===== src/core/fpklc_pkg.sv =====
// Constants, carrier types and contract list of the front-panel key block
// Contract
// The power lamp is lit for as long as the device is powered and ready.
// The run-command lamp is lit while a run command exists or the output stage delivers power.
// The alarm lamp is lit while the inverter is held in the trip state.
// The key-valid lamp is lit when the panel key can act and is off while a run command is active.
// After a key-started run ends, the key-valid lamp stays lit through the deceleration.
// A key press during a terminal run holds the key-valid lamp off until the motor has stopped. The code also waits for the run terminals to drop.
// The panel key is enabled after reset and is ignored when its enable parameter is cleared.
// A key press in the trip state clears the trip and returns to normal operation.
// A key press starts the motor whatever run-command source is selected.
// With serial protocol selected, holding the key 5 s from power-up and releasing it selects external-operator mode.
// The port runs the serial protocol only when both the changeover switch and the parameter select it.
// While the parameter selects the serial protocol, an attached external operator is refused.
// The device becomes ready, lamps on, about 1.5 s after power-up.
// At ready the display shows the item chosen by the initial-display parameter, output frequency by default.
// Data changed through the programming tool is committed to storage only at power-down.
// A stop from the key makes the motor decelerate rather than cut the output.
// The key is debounced, acts once per press, and means run, stop or reset by state.
package fpklc_pkg;

  // Clock rate and timings
  localparam int unsigned CLK_HZ        = 25_000_000;
  localparam int unsigned CYC_PER_MS    = CLK_HZ / 1000;
  localparam int unsigned READY_TIME_MS = 1500;
  localparam int unsigned READY_CYC     = READY_TIME_MS * CYC_PER_MS;
  localparam int unsigned HOLD_TIME_MS  = 5000;
  localparam int unsigned HOLD_CYC      = HOLD_TIME_MS * CYC_PER_MS;
  localparam int unsigned DEB_TIME_MS   = 20;
  localparam int unsigned DEB_CYC       = DEB_TIME_MS * CYC_PER_MS;
  localparam int unsigned CNT_W         = 27;

  // Register byte offsets
  localparam logic [3:0] OFS_CTRL   = 4'h0;
  localparam logic [3:0] OFS_STATUS = 4'h4;

  // Control register field positions
  localparam int unsigned CTRL_KEY_EN_BIT = 0;
  localparam int unsigned CTRL_SRC_LSB    = 1;
  localparam int unsigned CTRL_COMM_BIT   = 3;
  localparam int unsigned CTRL_DISP_LSB   = 4;

  // Run-command source codes
  localparam logic [1:0] SRC_PANEL    = 2'h0;
  localparam logic [1:0] SRC_TERMINAL = 2'h1;

  // Initial display code for output frequency monitor
  localparam logic [3:0] DISP_OUT_FREQ = 4'h0;

  // Parameter set written by software
  typedef struct packed {
    logic [3:0] initial_display_param;
    logic       comm_select_param;
    logic [1:0] run_source_select;
    logic       panel_key_enable_param;
  } fpklc_ctrl_t;

  localparam fpklc_ctrl_t CTRL_RESET = '{
    initial_display_param:  DISP_OUT_FREQ,
    comm_select_param:      1'b0,
    run_source_select:      SRC_PANEL,
    panel_key_enable_param: 1'b1
  };

  // Panel lamps
  typedef struct packed {
    logic key_valid_lamp;
    logic alarm_lamp;
    logic run_cmd_lamp;
    logic power_lamp;
  } fpklc_lamps_t;

  // Key sequencer states, Gray along boot, stop, run, trip
  typedef enum logic [1:0] {
    ST_BOOT = 2'b00,
    ST_STOP = 2'b01,
    ST_RUN  = 2'b11,
    ST_TRIP = 2'b10
  } fpklc_state_t;

endpackage


===== src/core/fpklc_debounce.sv =====
// Key debouncer: stable level and one pulse per press
`timescale 1ns/1ps
module fpklc_debounce
  import fpklc_pkg::*;
#(
  parameter int unsigned DEB_CYCLES = DEB_CYC
) (
  // Clock and reset
  input  wire logic core_clk,
  input  wire logic reset_n,
  // Key
  input  wire logic key_raw,
  output logic      key_level,
  output logic      key_press
);

  typedef struct packed {
    logic [CNT_W-1:0] cnt;
    logic             level;
    logic             press;
  } fpklc_deb_t;

  fpklc_deb_t s_reg;
  fpklc_deb_t s_next;

  // Level changes only after the raw key held steady for the whole window
  always_comb begin
    s_next = s_reg;
    s_next.press = 1'b0;
    if (key_raw == s_reg.level) begin
      s_next.cnt = '0;
    end else if (s_reg.cnt == CNT_W'(DEB_CYCLES - 1)) begin
      s_next.cnt   = '0;
      s_next.level = key_raw;
      s_next.press = key_raw;
    end else begin
      s_next.cnt = s_reg.cnt + CNT_W'(1);
    end
  end

  // State register
  always_ff @(posedge core_clk or negedge reset_n) begin
    if (!reset_n) begin
      s_reg <= '0;
    end else begin
      s_reg <= s_next;
    end
  end

  assign key_level = s_reg.level;
  assign key_press = s_reg.press;

endmodule


===== src/core/fpklc_top.sv =====
// Front-panel key and lamp controller with Avalon-MM register slave
//
// Chosen here: the placing of the registers and the Avalon-MM register port.
`timescale 1ns/1ps
module fpklc_top
  import fpklc_pkg::*;
#(
  parameter int unsigned READY_CYCLES = READY_CYC,
  parameter int unsigned HOLD_CYCLES  = HOLD_CYC,
  parameter int unsigned DEB_CYCLES   = DEB_CYC
) (
  // Clock and reset
  input  wire logic        core_clk,
  input  wire logic        reset_n,
  // Avalon-MM slave
  input  wire logic [3:0]  avs_address,
  input  wire logic        avs_read,
  input  wire logic        avs_write,
  input  wire logic [31:0] avs_writedata,
  input  wire logic [3:0]  avs_byteenable,
  output logic      [31:0] avs_readdata,
  output logic             avs_waitrequest,
  // Panel key and run terminals
  input  wire logic        panel_key_raw,
  input  wire logic        forward_run_terminal,
  input  wire logic        reverse_run_terminal,
  // Inverter status
  input  wire logic        trip_event,
  input  wire logic        output_active,
  input  wire logic        power_down,
  input  wire logic        pc_param_written,
  // Serial port
  input  wire logic        changeover_serial,
  input  wire logic        ext_operator_attached,
  output logic             serial_proto_en,
  output logic             ext_operator_en,
  output logic             ext_operator_refused,
  // Lamps and commands
  output fpklc_lamps_t     lamps,
  output logic             run_command,
  output logic             decel_stop,
  output logic             trip_reset,
  output logic             nv_commit,
  output logic      [3:0]  display_select
);

  typedef struct packed {
    fpklc_state_t     st;
    logic [CNT_W-1:0] boot_cnt;
    logic [CNT_W-1:0] hold_cnt;
    logic             hold_on;
    logic             ext_op;
    logic             lockout;
    logic             decel;
    logic             dirty;
    logic             pd_q;
    logic             trip_rst;
    logic             commit;
    fpklc_ctrl_t      ctrl;
    fpklc_lamps_t     lamps;
    logic             run_cmd;
    logic             serial_en;
    logic             ext_en;
    logic             refused;
    logic [3:0]       disp;
    logic             wait_rq;
    logic [31:0]      rdata;
  } fpklc_top_t;

  fpklc_top_t s_reg;
  fpklc_top_t s_next;

  logic key_level;
  logic key_press;
  logic term_req;
  logic term_run;
  logic key_act;

  // Saturating step of a timing counter
  function automatic logic [CNT_W-1:0] cnt_step(
    input logic [CNT_W-1:0] c,
    input int unsigned      lim
  );
    if (c == CNT_W'(lim - 1)) begin
      cnt_step = c;
    end else begin
      cnt_step = c + CNT_W'(1);
    end
  endfunction

  // Status word seen by software
  function automatic logic [31:0] status_word(input fpklc_top_t s);
    status_word = {19'h00000, s.refused, s.dirty, s.lockout, s.serial_en,
                   s.ext_op, s.decel, s.run_cmd, s.st, s.lamps};
  endfunction

  // key debounce
  fpklc_debounce #(
    .DEB_CYCLES (DEB_CYCLES)
  ) u_deb (
    .core_clk  (core_clk),
    .reset_n   (reset_n),
    .key_raw   (panel_key_raw),
    .key_level (key_level),
    .key_press (key_press)
  );

  // Terminal run request counts only with the terminal source selected
  assign term_req = (forward_run_terminal | reverse_run_terminal) &
                    (s_reg.ctrl.run_source_select == SRC_TERMINAL);
  assign term_run = term_req & ~s_reg.lockout & (s_reg.st == ST_STOP);

  // key gate; presses during boot or the power-up hold are not commands
  assign key_act = key_press & s_reg.ctrl.panel_key_enable_param &
                   ~s_reg.hold_on & (s_reg.st != ST_BOOT);

  // Next-state logic for the whole block
  always_comb begin
    s_next = s_reg;
    s_next.trip_rst = 1'b0;
    s_next.commit   = 1'b0;
    s_next.pd_q     = power_down;

    // start-up delay before ready
    if (s_reg.st == ST_BOOT) begin
      s_next.boot_cnt = cnt_step(s_reg.boot_cnt, READY_CYCLES);
      if (s_reg.boot_cnt == CNT_W'(READY_CYCLES - 1)) begin
        s_next.st = ST_STOP;
        // initial display taken at ready
        s_next.disp = s_reg.ctrl.initial_display_param;
      end
    end

    // power-up long press selects external-operator mode
    if (s_reg.hold_on) begin
      // Debounced level lags the raw key after reset; a key held from
      // power-up must not be read as already released
      if (key_level) begin
        s_next.hold_cnt = cnt_step(s_reg.hold_cnt, HOLD_CYCLES);
      end else if (s_reg.hold_cnt != '0 || !panel_key_raw) begin
        s_next.hold_on = 1'b0;
        if (s_reg.hold_cnt == CNT_W'(HOLD_CYCLES - 1) &&
            s_reg.ctrl.comm_select_param) begin
          s_next.ext_op = 1'b1;
        end
      end
    end

    // deceleration request ends once the output stage is idle
    if (!output_active) begin
      s_next.decel = 1'b0;
    end
    // lockout lasts until the motor stops and terminals drop
    if (!output_active && !term_req) begin
      s_next.lockout = 1'b0;
    end

    // one action per press, chosen by state
    if (key_act) begin
      case (s_reg.st)
        ST_TRIP: begin
          // trip reset from key
          s_next.st       = ST_STOP;
          s_next.trip_rst = 1'b1;
        end
        ST_RUN: begin
          // key stop decelerates
          s_next.st    = ST_STOP;
          s_next.decel = 1'b1;
        end
        default: begin
          if (term_run) begin
            // key during terminal run stops it and locks out
            s_next.lockout = 1'b1;
            s_next.decel   = 1'b1;
          end else begin
            // key starts regardless of source
            s_next.st = ST_RUN;
          end
        end
      endcase
    end

    // trip event wins over a reset press in the same cycle
    if (trip_event && s_reg.st != ST_BOOT) begin
      s_next.st    = ST_TRIP;
      s_next.decel = 1'b0;
    end

    // commit edited data only on the power-down edge
    if (power_down && !s_reg.pd_q && s_reg.dirty) begin
      s_next.commit = 1'b1;
      s_next.dirty  = 1'b0;
    end
    if (pc_param_written) begin
      s_next.dirty = 1'b1;
    end

    // Run command from key state or permitted terminal request
    s_next.run_cmd = (s_next.st == ST_RUN) |
                     (term_req & ~s_next.lockout & (s_next.st == ST_STOP));

    // power lamp once ready
    s_next.lamps.power_lamp = (s_next.st != ST_BOOT);
    // run-command lamp covers command and output power
    s_next.lamps.run_cmd_lamp = (s_next.st != ST_BOOT) &
                                (s_next.run_cmd | output_active);
    // alarm lamp in trip
    s_next.lamps.alarm_lamp = (s_next.st == ST_TRIP);
    // key-valid lamp, lit through key-stop deceleration
    s_next.lamps.key_valid_lamp = (s_next.st != ST_BOOT) &
                                  s_next.ctrl.panel_key_enable_param &
                                  ~s_next.run_cmd & ~s_next.lockout;

    // serial protocol needs both switch and parameter
    s_next.serial_en = changeover_serial & s_next.ctrl.comm_select_param &
                       ~s_next.ext_op;
    // external operator refused under serial parameter
    s_next.ext_en  = ~s_next.ctrl.comm_select_param | s_next.ext_op;
    s_next.refused = ext_operator_attached & ~s_next.ext_en;

    // Avalon slave: one wait cycle, then answer with waitrequest low
    s_next.wait_rq = ~((avs_read | avs_write) & s_reg.wait_rq);
    if (avs_read && s_reg.wait_rq) begin
      if (avs_address == OFS_CTRL) begin
        s_next.rdata = {24'h000000, s_reg.ctrl};
      end else if (avs_address == OFS_STATUS) begin
        s_next.rdata = status_word(s_reg);
      end else begin
        s_next.rdata = 32'h00000000;
      end
    end
    // Write takes effect at the edge where waitrequest is seen low
    if (avs_write && !s_reg.wait_rq && avs_byteenable[0]) begin
      if (avs_address == OFS_CTRL) begin
        s_next.ctrl = fpklc_ctrl_t'(avs_writedata[7:0]);
      end
    end
  end

  // State register; reset keeps the key enabled and display at frequency
  always_ff @(posedge core_clk or negedge reset_n) begin
    if (!reset_n) begin
      s_reg         <= '0;
      s_reg.st      <= ST_BOOT;
      s_reg.hold_on <= 1'b1;
      s_reg.ctrl    <= CTRL_RESET;
      s_reg.disp    <= DISP_OUT_FREQ;
      s_reg.ext_en  <= 1'b1;
      s_reg.wait_rq <= 1'b1;
    end else begin
      s_reg <= s_next;
    end
  end

  // Outputs straight from the state register
  assign avs_readdata         = s_reg.rdata;
  assign avs_waitrequest      = s_reg.wait_rq;
  assign lamps                = s_reg.lamps;
  assign run_command          = s_reg.run_cmd;
  assign decel_stop           = s_reg.decel;
  assign trip_reset           = s_reg.trip_rst;
  assign nv_commit            = s_reg.commit;
  assign display_select       = s_reg.disp;
  assign serial_proto_en      = s_reg.serial_en;
  assign ext_operator_en      = s_reg.ext_en;
  assign ext_operator_refused = s_reg.refused;

endmodule


===== config.mk =====
export PLATFORM = sky130hd
export DESIGN_NAME = fpklc_top
export DESIGN_NICKNAME = d
export VERILOG_FILES = /design/src/core/fpklc_pkg.sv /design/src/core/fpklc_debounce.sv /design/src/core/fpklc_top.sv
export SDC_FILE = /design/constraint.sdc
export NUM_CORES = 1
export LEC_CHECK = 0
export BUFFER_PORTS_ARGS = -buffer_cell sky130_fd_sc_hd__buf_2
export CELL_PAD_IN_SITES_DETAIL_PLACEMENT = 2
export CELL_PAD_IN_SITES_GLOBAL_PLACEMENT = 2
export CORE_UTILIZATION = 36
export DETAILED_ROUTE_END_ITERATION = 16
export PLACE_DENSITY = 0.78
export SYNTH_ARGS = -nofsm -noshare
export SYNTH_HDL_FRONTEND = slang
export SYNTH_SLANG_ARGS = --single-unit

===== constraint.sdc =====
create_clock -name core_clk -period 2.5 [get_ports core_clk]
set_clock_uncertainty 0.15 [all_clocks]
set_input_delay 0.5 -clock core_clk [delete_from_list [all_inputs] [get_ports core_clk]]
set_output_delay 0.5 -clock core_clk [all_outputs]
set_load 0.03 [all_outputs]

==> flow_summary.ini <==
[status]
status = completed

[power]
seqPwrFrac = 0.438
p_sw_frac = 0.257
p_per_area_nw_per_um2 = 723
combPwrFrac = 0.089
p_switching_uw = 1330
p_leak_uw = 0.00328
intPower_uw = 3850
p_clk_frac = 0.473
ir_drop_mv = 0.541

[route]
drc_errors = 0
drt_iter0_drc = 150
ant_nets = 0
vias = 4641
wl_per_cell_um = 18.3
wl_mm = 16.2
routed_via_density = 5.26
drtPass1Iterations = 4

[layout]
antenna_cells = 0
syn2layout_area_growth_pct = 15.9
nets = 707
largest_reg_flops = 69
final_common_cell = dfrtp_1
final_cell_mix = dfrtp_1 (123), nor2_1 (55), nand2_1 (53), buf_2 (53), xnor2_1 (45)
drive_gt1_frac = 0.202

[min_path]
hold_path_class = in2reg
hold_path_depth = 1
hold_path_end = s_reg[55]$_DFF_PN0_
min-delay-start = power_down

[cts]
cts_buffers = 17
path_clk_slew_ps = 60
cts_setup_buffers = 0
cts_tree = yes
worstSkewPairLatency_ps = 420
clockBufferDepth = 2
cts-htree-levels = 4
cts_root_buf = clkbuf_16
numClockSinks = 127

[logic_synthesis]
yosysWarnings = 0
syn_area_per_cell_um2 = 10.4
synth.area.top_cells = dfrtp_1 (50%), xnor2_1 (6.4%), buf_4 (5.0%)
synthDominantCellAreaShare = 0.498
synth-seq-area-share = 0.515
synth.ff_latch_count = 127
syn_area_um2 = 6180
yosysTopAreaCell = dfrtp_1
synth.distinct_cells = 55
postSynthCellCount = 596

[die]
core_region_area_um2 = 16600
die_h_um = 133
io_pins = 101
rows = 47
start_util = 0.371
chipWidth_um = 133
dieArea_um2 = 17700

[sta]
rsz0062_at_grt = false
finalSetupViolations = 0
max_freq_ghz = 0.426
finalHoldViolations = 0
hold_slack_ps = 58.9
slew_headroom = 0.481
slew_viol_final = 0
fin_crit_sh = 0.938
fin_tns_setup_ps = 0
worst_pin_slew_ps = 776
period_needed_ps = 2350

[setup_path]
r2r-end = display_select[1]$_DFFE_PN0P_
rrSetupSlack_ps = 150
cp-start-kind = flip-flop
reg2regPathDepth = 6
cp.arrival_ps = 2510
critPathKind = reg2reg
cp-end-kind = flip-flop
critPathRequiredTime_ps = 2660
crit_fanout = 5
r2r_start = s_reg[88]$_DFFE_PN0P_

[placement]
port_buffers = 54
hpwlAfterDp_mm = 10.8
gp_congestion = 0.800

[grt]
antenna_found_initial = 0
grt-ovfl-total = 0
grt_pass1_vias = 5340
grt_max_degree = 52
grt_pass1_wl_mm = 27.5
track_usage = 0.199

[job]
maxCapViolations = 0
[repair_timing]
action / in CTS / in global routing
hold buffers: 1 / 0
endpoints found under the hold margin: 31 / 0
resized for setup: 0 / 0
[logic make-up (layout without fill, tap and decap cells)]
logic type	Yosys count	count (layout)	synth area share
buffers and inverters	66	115	0.0689
and+or+nand+nor	260	260	0.222
muxes	13	13	0.0237
AOI/OAI and AO/OA	47	47	0.0510
other	1	19	0.000607
DFF	127	127	0.515
xor gates and xnor gates	78	78	0.111
adders and majority gates	4	4	0.00810
[metal layers]
layer	up-vias	GRT usage	share of wire
li1	2122	-	-
met1	2413	0.235	0.44
met2	87	0.352	0.51
met3	19	0.0536	0.039
met4	0	0.0568	0.014
met5	-	0	0
[how the worst max path moves through the flow]
stage | start | endpoint | cells after the start
after floorplan | s_reg[88]$_DFFE_PN0P_ | display_select[0]$_DFFE_PN0P_ | 6
after global placement | s_reg[88]$_DFFE_PN0P_ | display_select[0]$_DFFE_PN0P_ | 6
after detailed placement | s_reg[88]$_DFFE_PN0P_ | display_select[1]$_DFFE_PN0P_ | 6
after CTS | s_reg[88]$_DFFE_PN0P_ | display_select[1]$_DFFE_PN0P_ | 6
after global routing | s_reg[88]$_DFFE_PN0P_ | display_select[1]$_DFFE_PN0P_ | 6
final | s_reg[88]$_DFFE_PN0P_ | display_select[1]$_DFFE_PN0P_ | 6
[worst max-delay path, stage by stage, from the launching register on]
cell and delay (ps):
dfrtp_1 420, ha_1 220, nand3_1 120, or2_2 380
or3_4 430, nor2_4 170, mux2_2 360
[cell usage after synthesis (all sizes together)]
library cell and n:
dfrtp 123, nor2 56, nand2 53, xnor2 45, buf 44, nand3 35, xor2 33, nand4 29
o21ai 22, nor4 16, and3 15, nor3 15, inv 14, mux2 13, a22oi 9, clkbuf 8
and4 5, nand2b 5, nor3b 5, a21oi 4, and2 4, dfstp 4, ha 4, nor4b 4
or2 4, nor2b 3, or3 3, or4 3, and4b 2, o31a 2, a211oi 1, a21boi 1
a21o 1, a2bb2oi 1, a31o 1, a32oi 1, a41oi 1, and3b 1, conb 1, nand3b 1
o2111ai 1, o211ai 1, o32ai 1, or4b 1
[final cells by class]
| class | instances | area (um2) |
|---|---|---|
| Tap cell | 220 | 275 |
| Clock buffer | 22 | 474 |
| Multi-Input combinational cell | 421 | 2640 |
| Timing Repair Buffer | 69 | 413 |
| Inverter | 14 | 57.6 |
| Fill cell | 1769 | 9480 |
| Clock inverter | 10 | 113 |
| Sequential cell | 127 | 3180 |
[power by group through the flow]
stage | Clock (uW) | Sequential, uW | Combinational (uW)
4_1_cts | 2510 | 2260 | 474
6_report | 2450 | 2260 | 463
3_5_place_dp | 0 | 2300 | 460
2_1_floorplan | 0 | 2280 | 342
5_1_grt | 2590 | 2280 | 512
3_3_place_gp | 0 | 2290 | 440
[through the flow]
step	cells	setup WS, ps	util	power [uW]	cell area [um2]
global placement	850	257	0.394	2730	6560
finish	883	155	0.430	5170	7160
detailed placement	850	189	0.394	2760	6560
floorplan	614	317	-	2620	6240
CTS	883	132	0.430	5250	7160
global route	883	27.1	0.430	5380	7160
No activity file was read; power rests on OpenSTA's default activity.
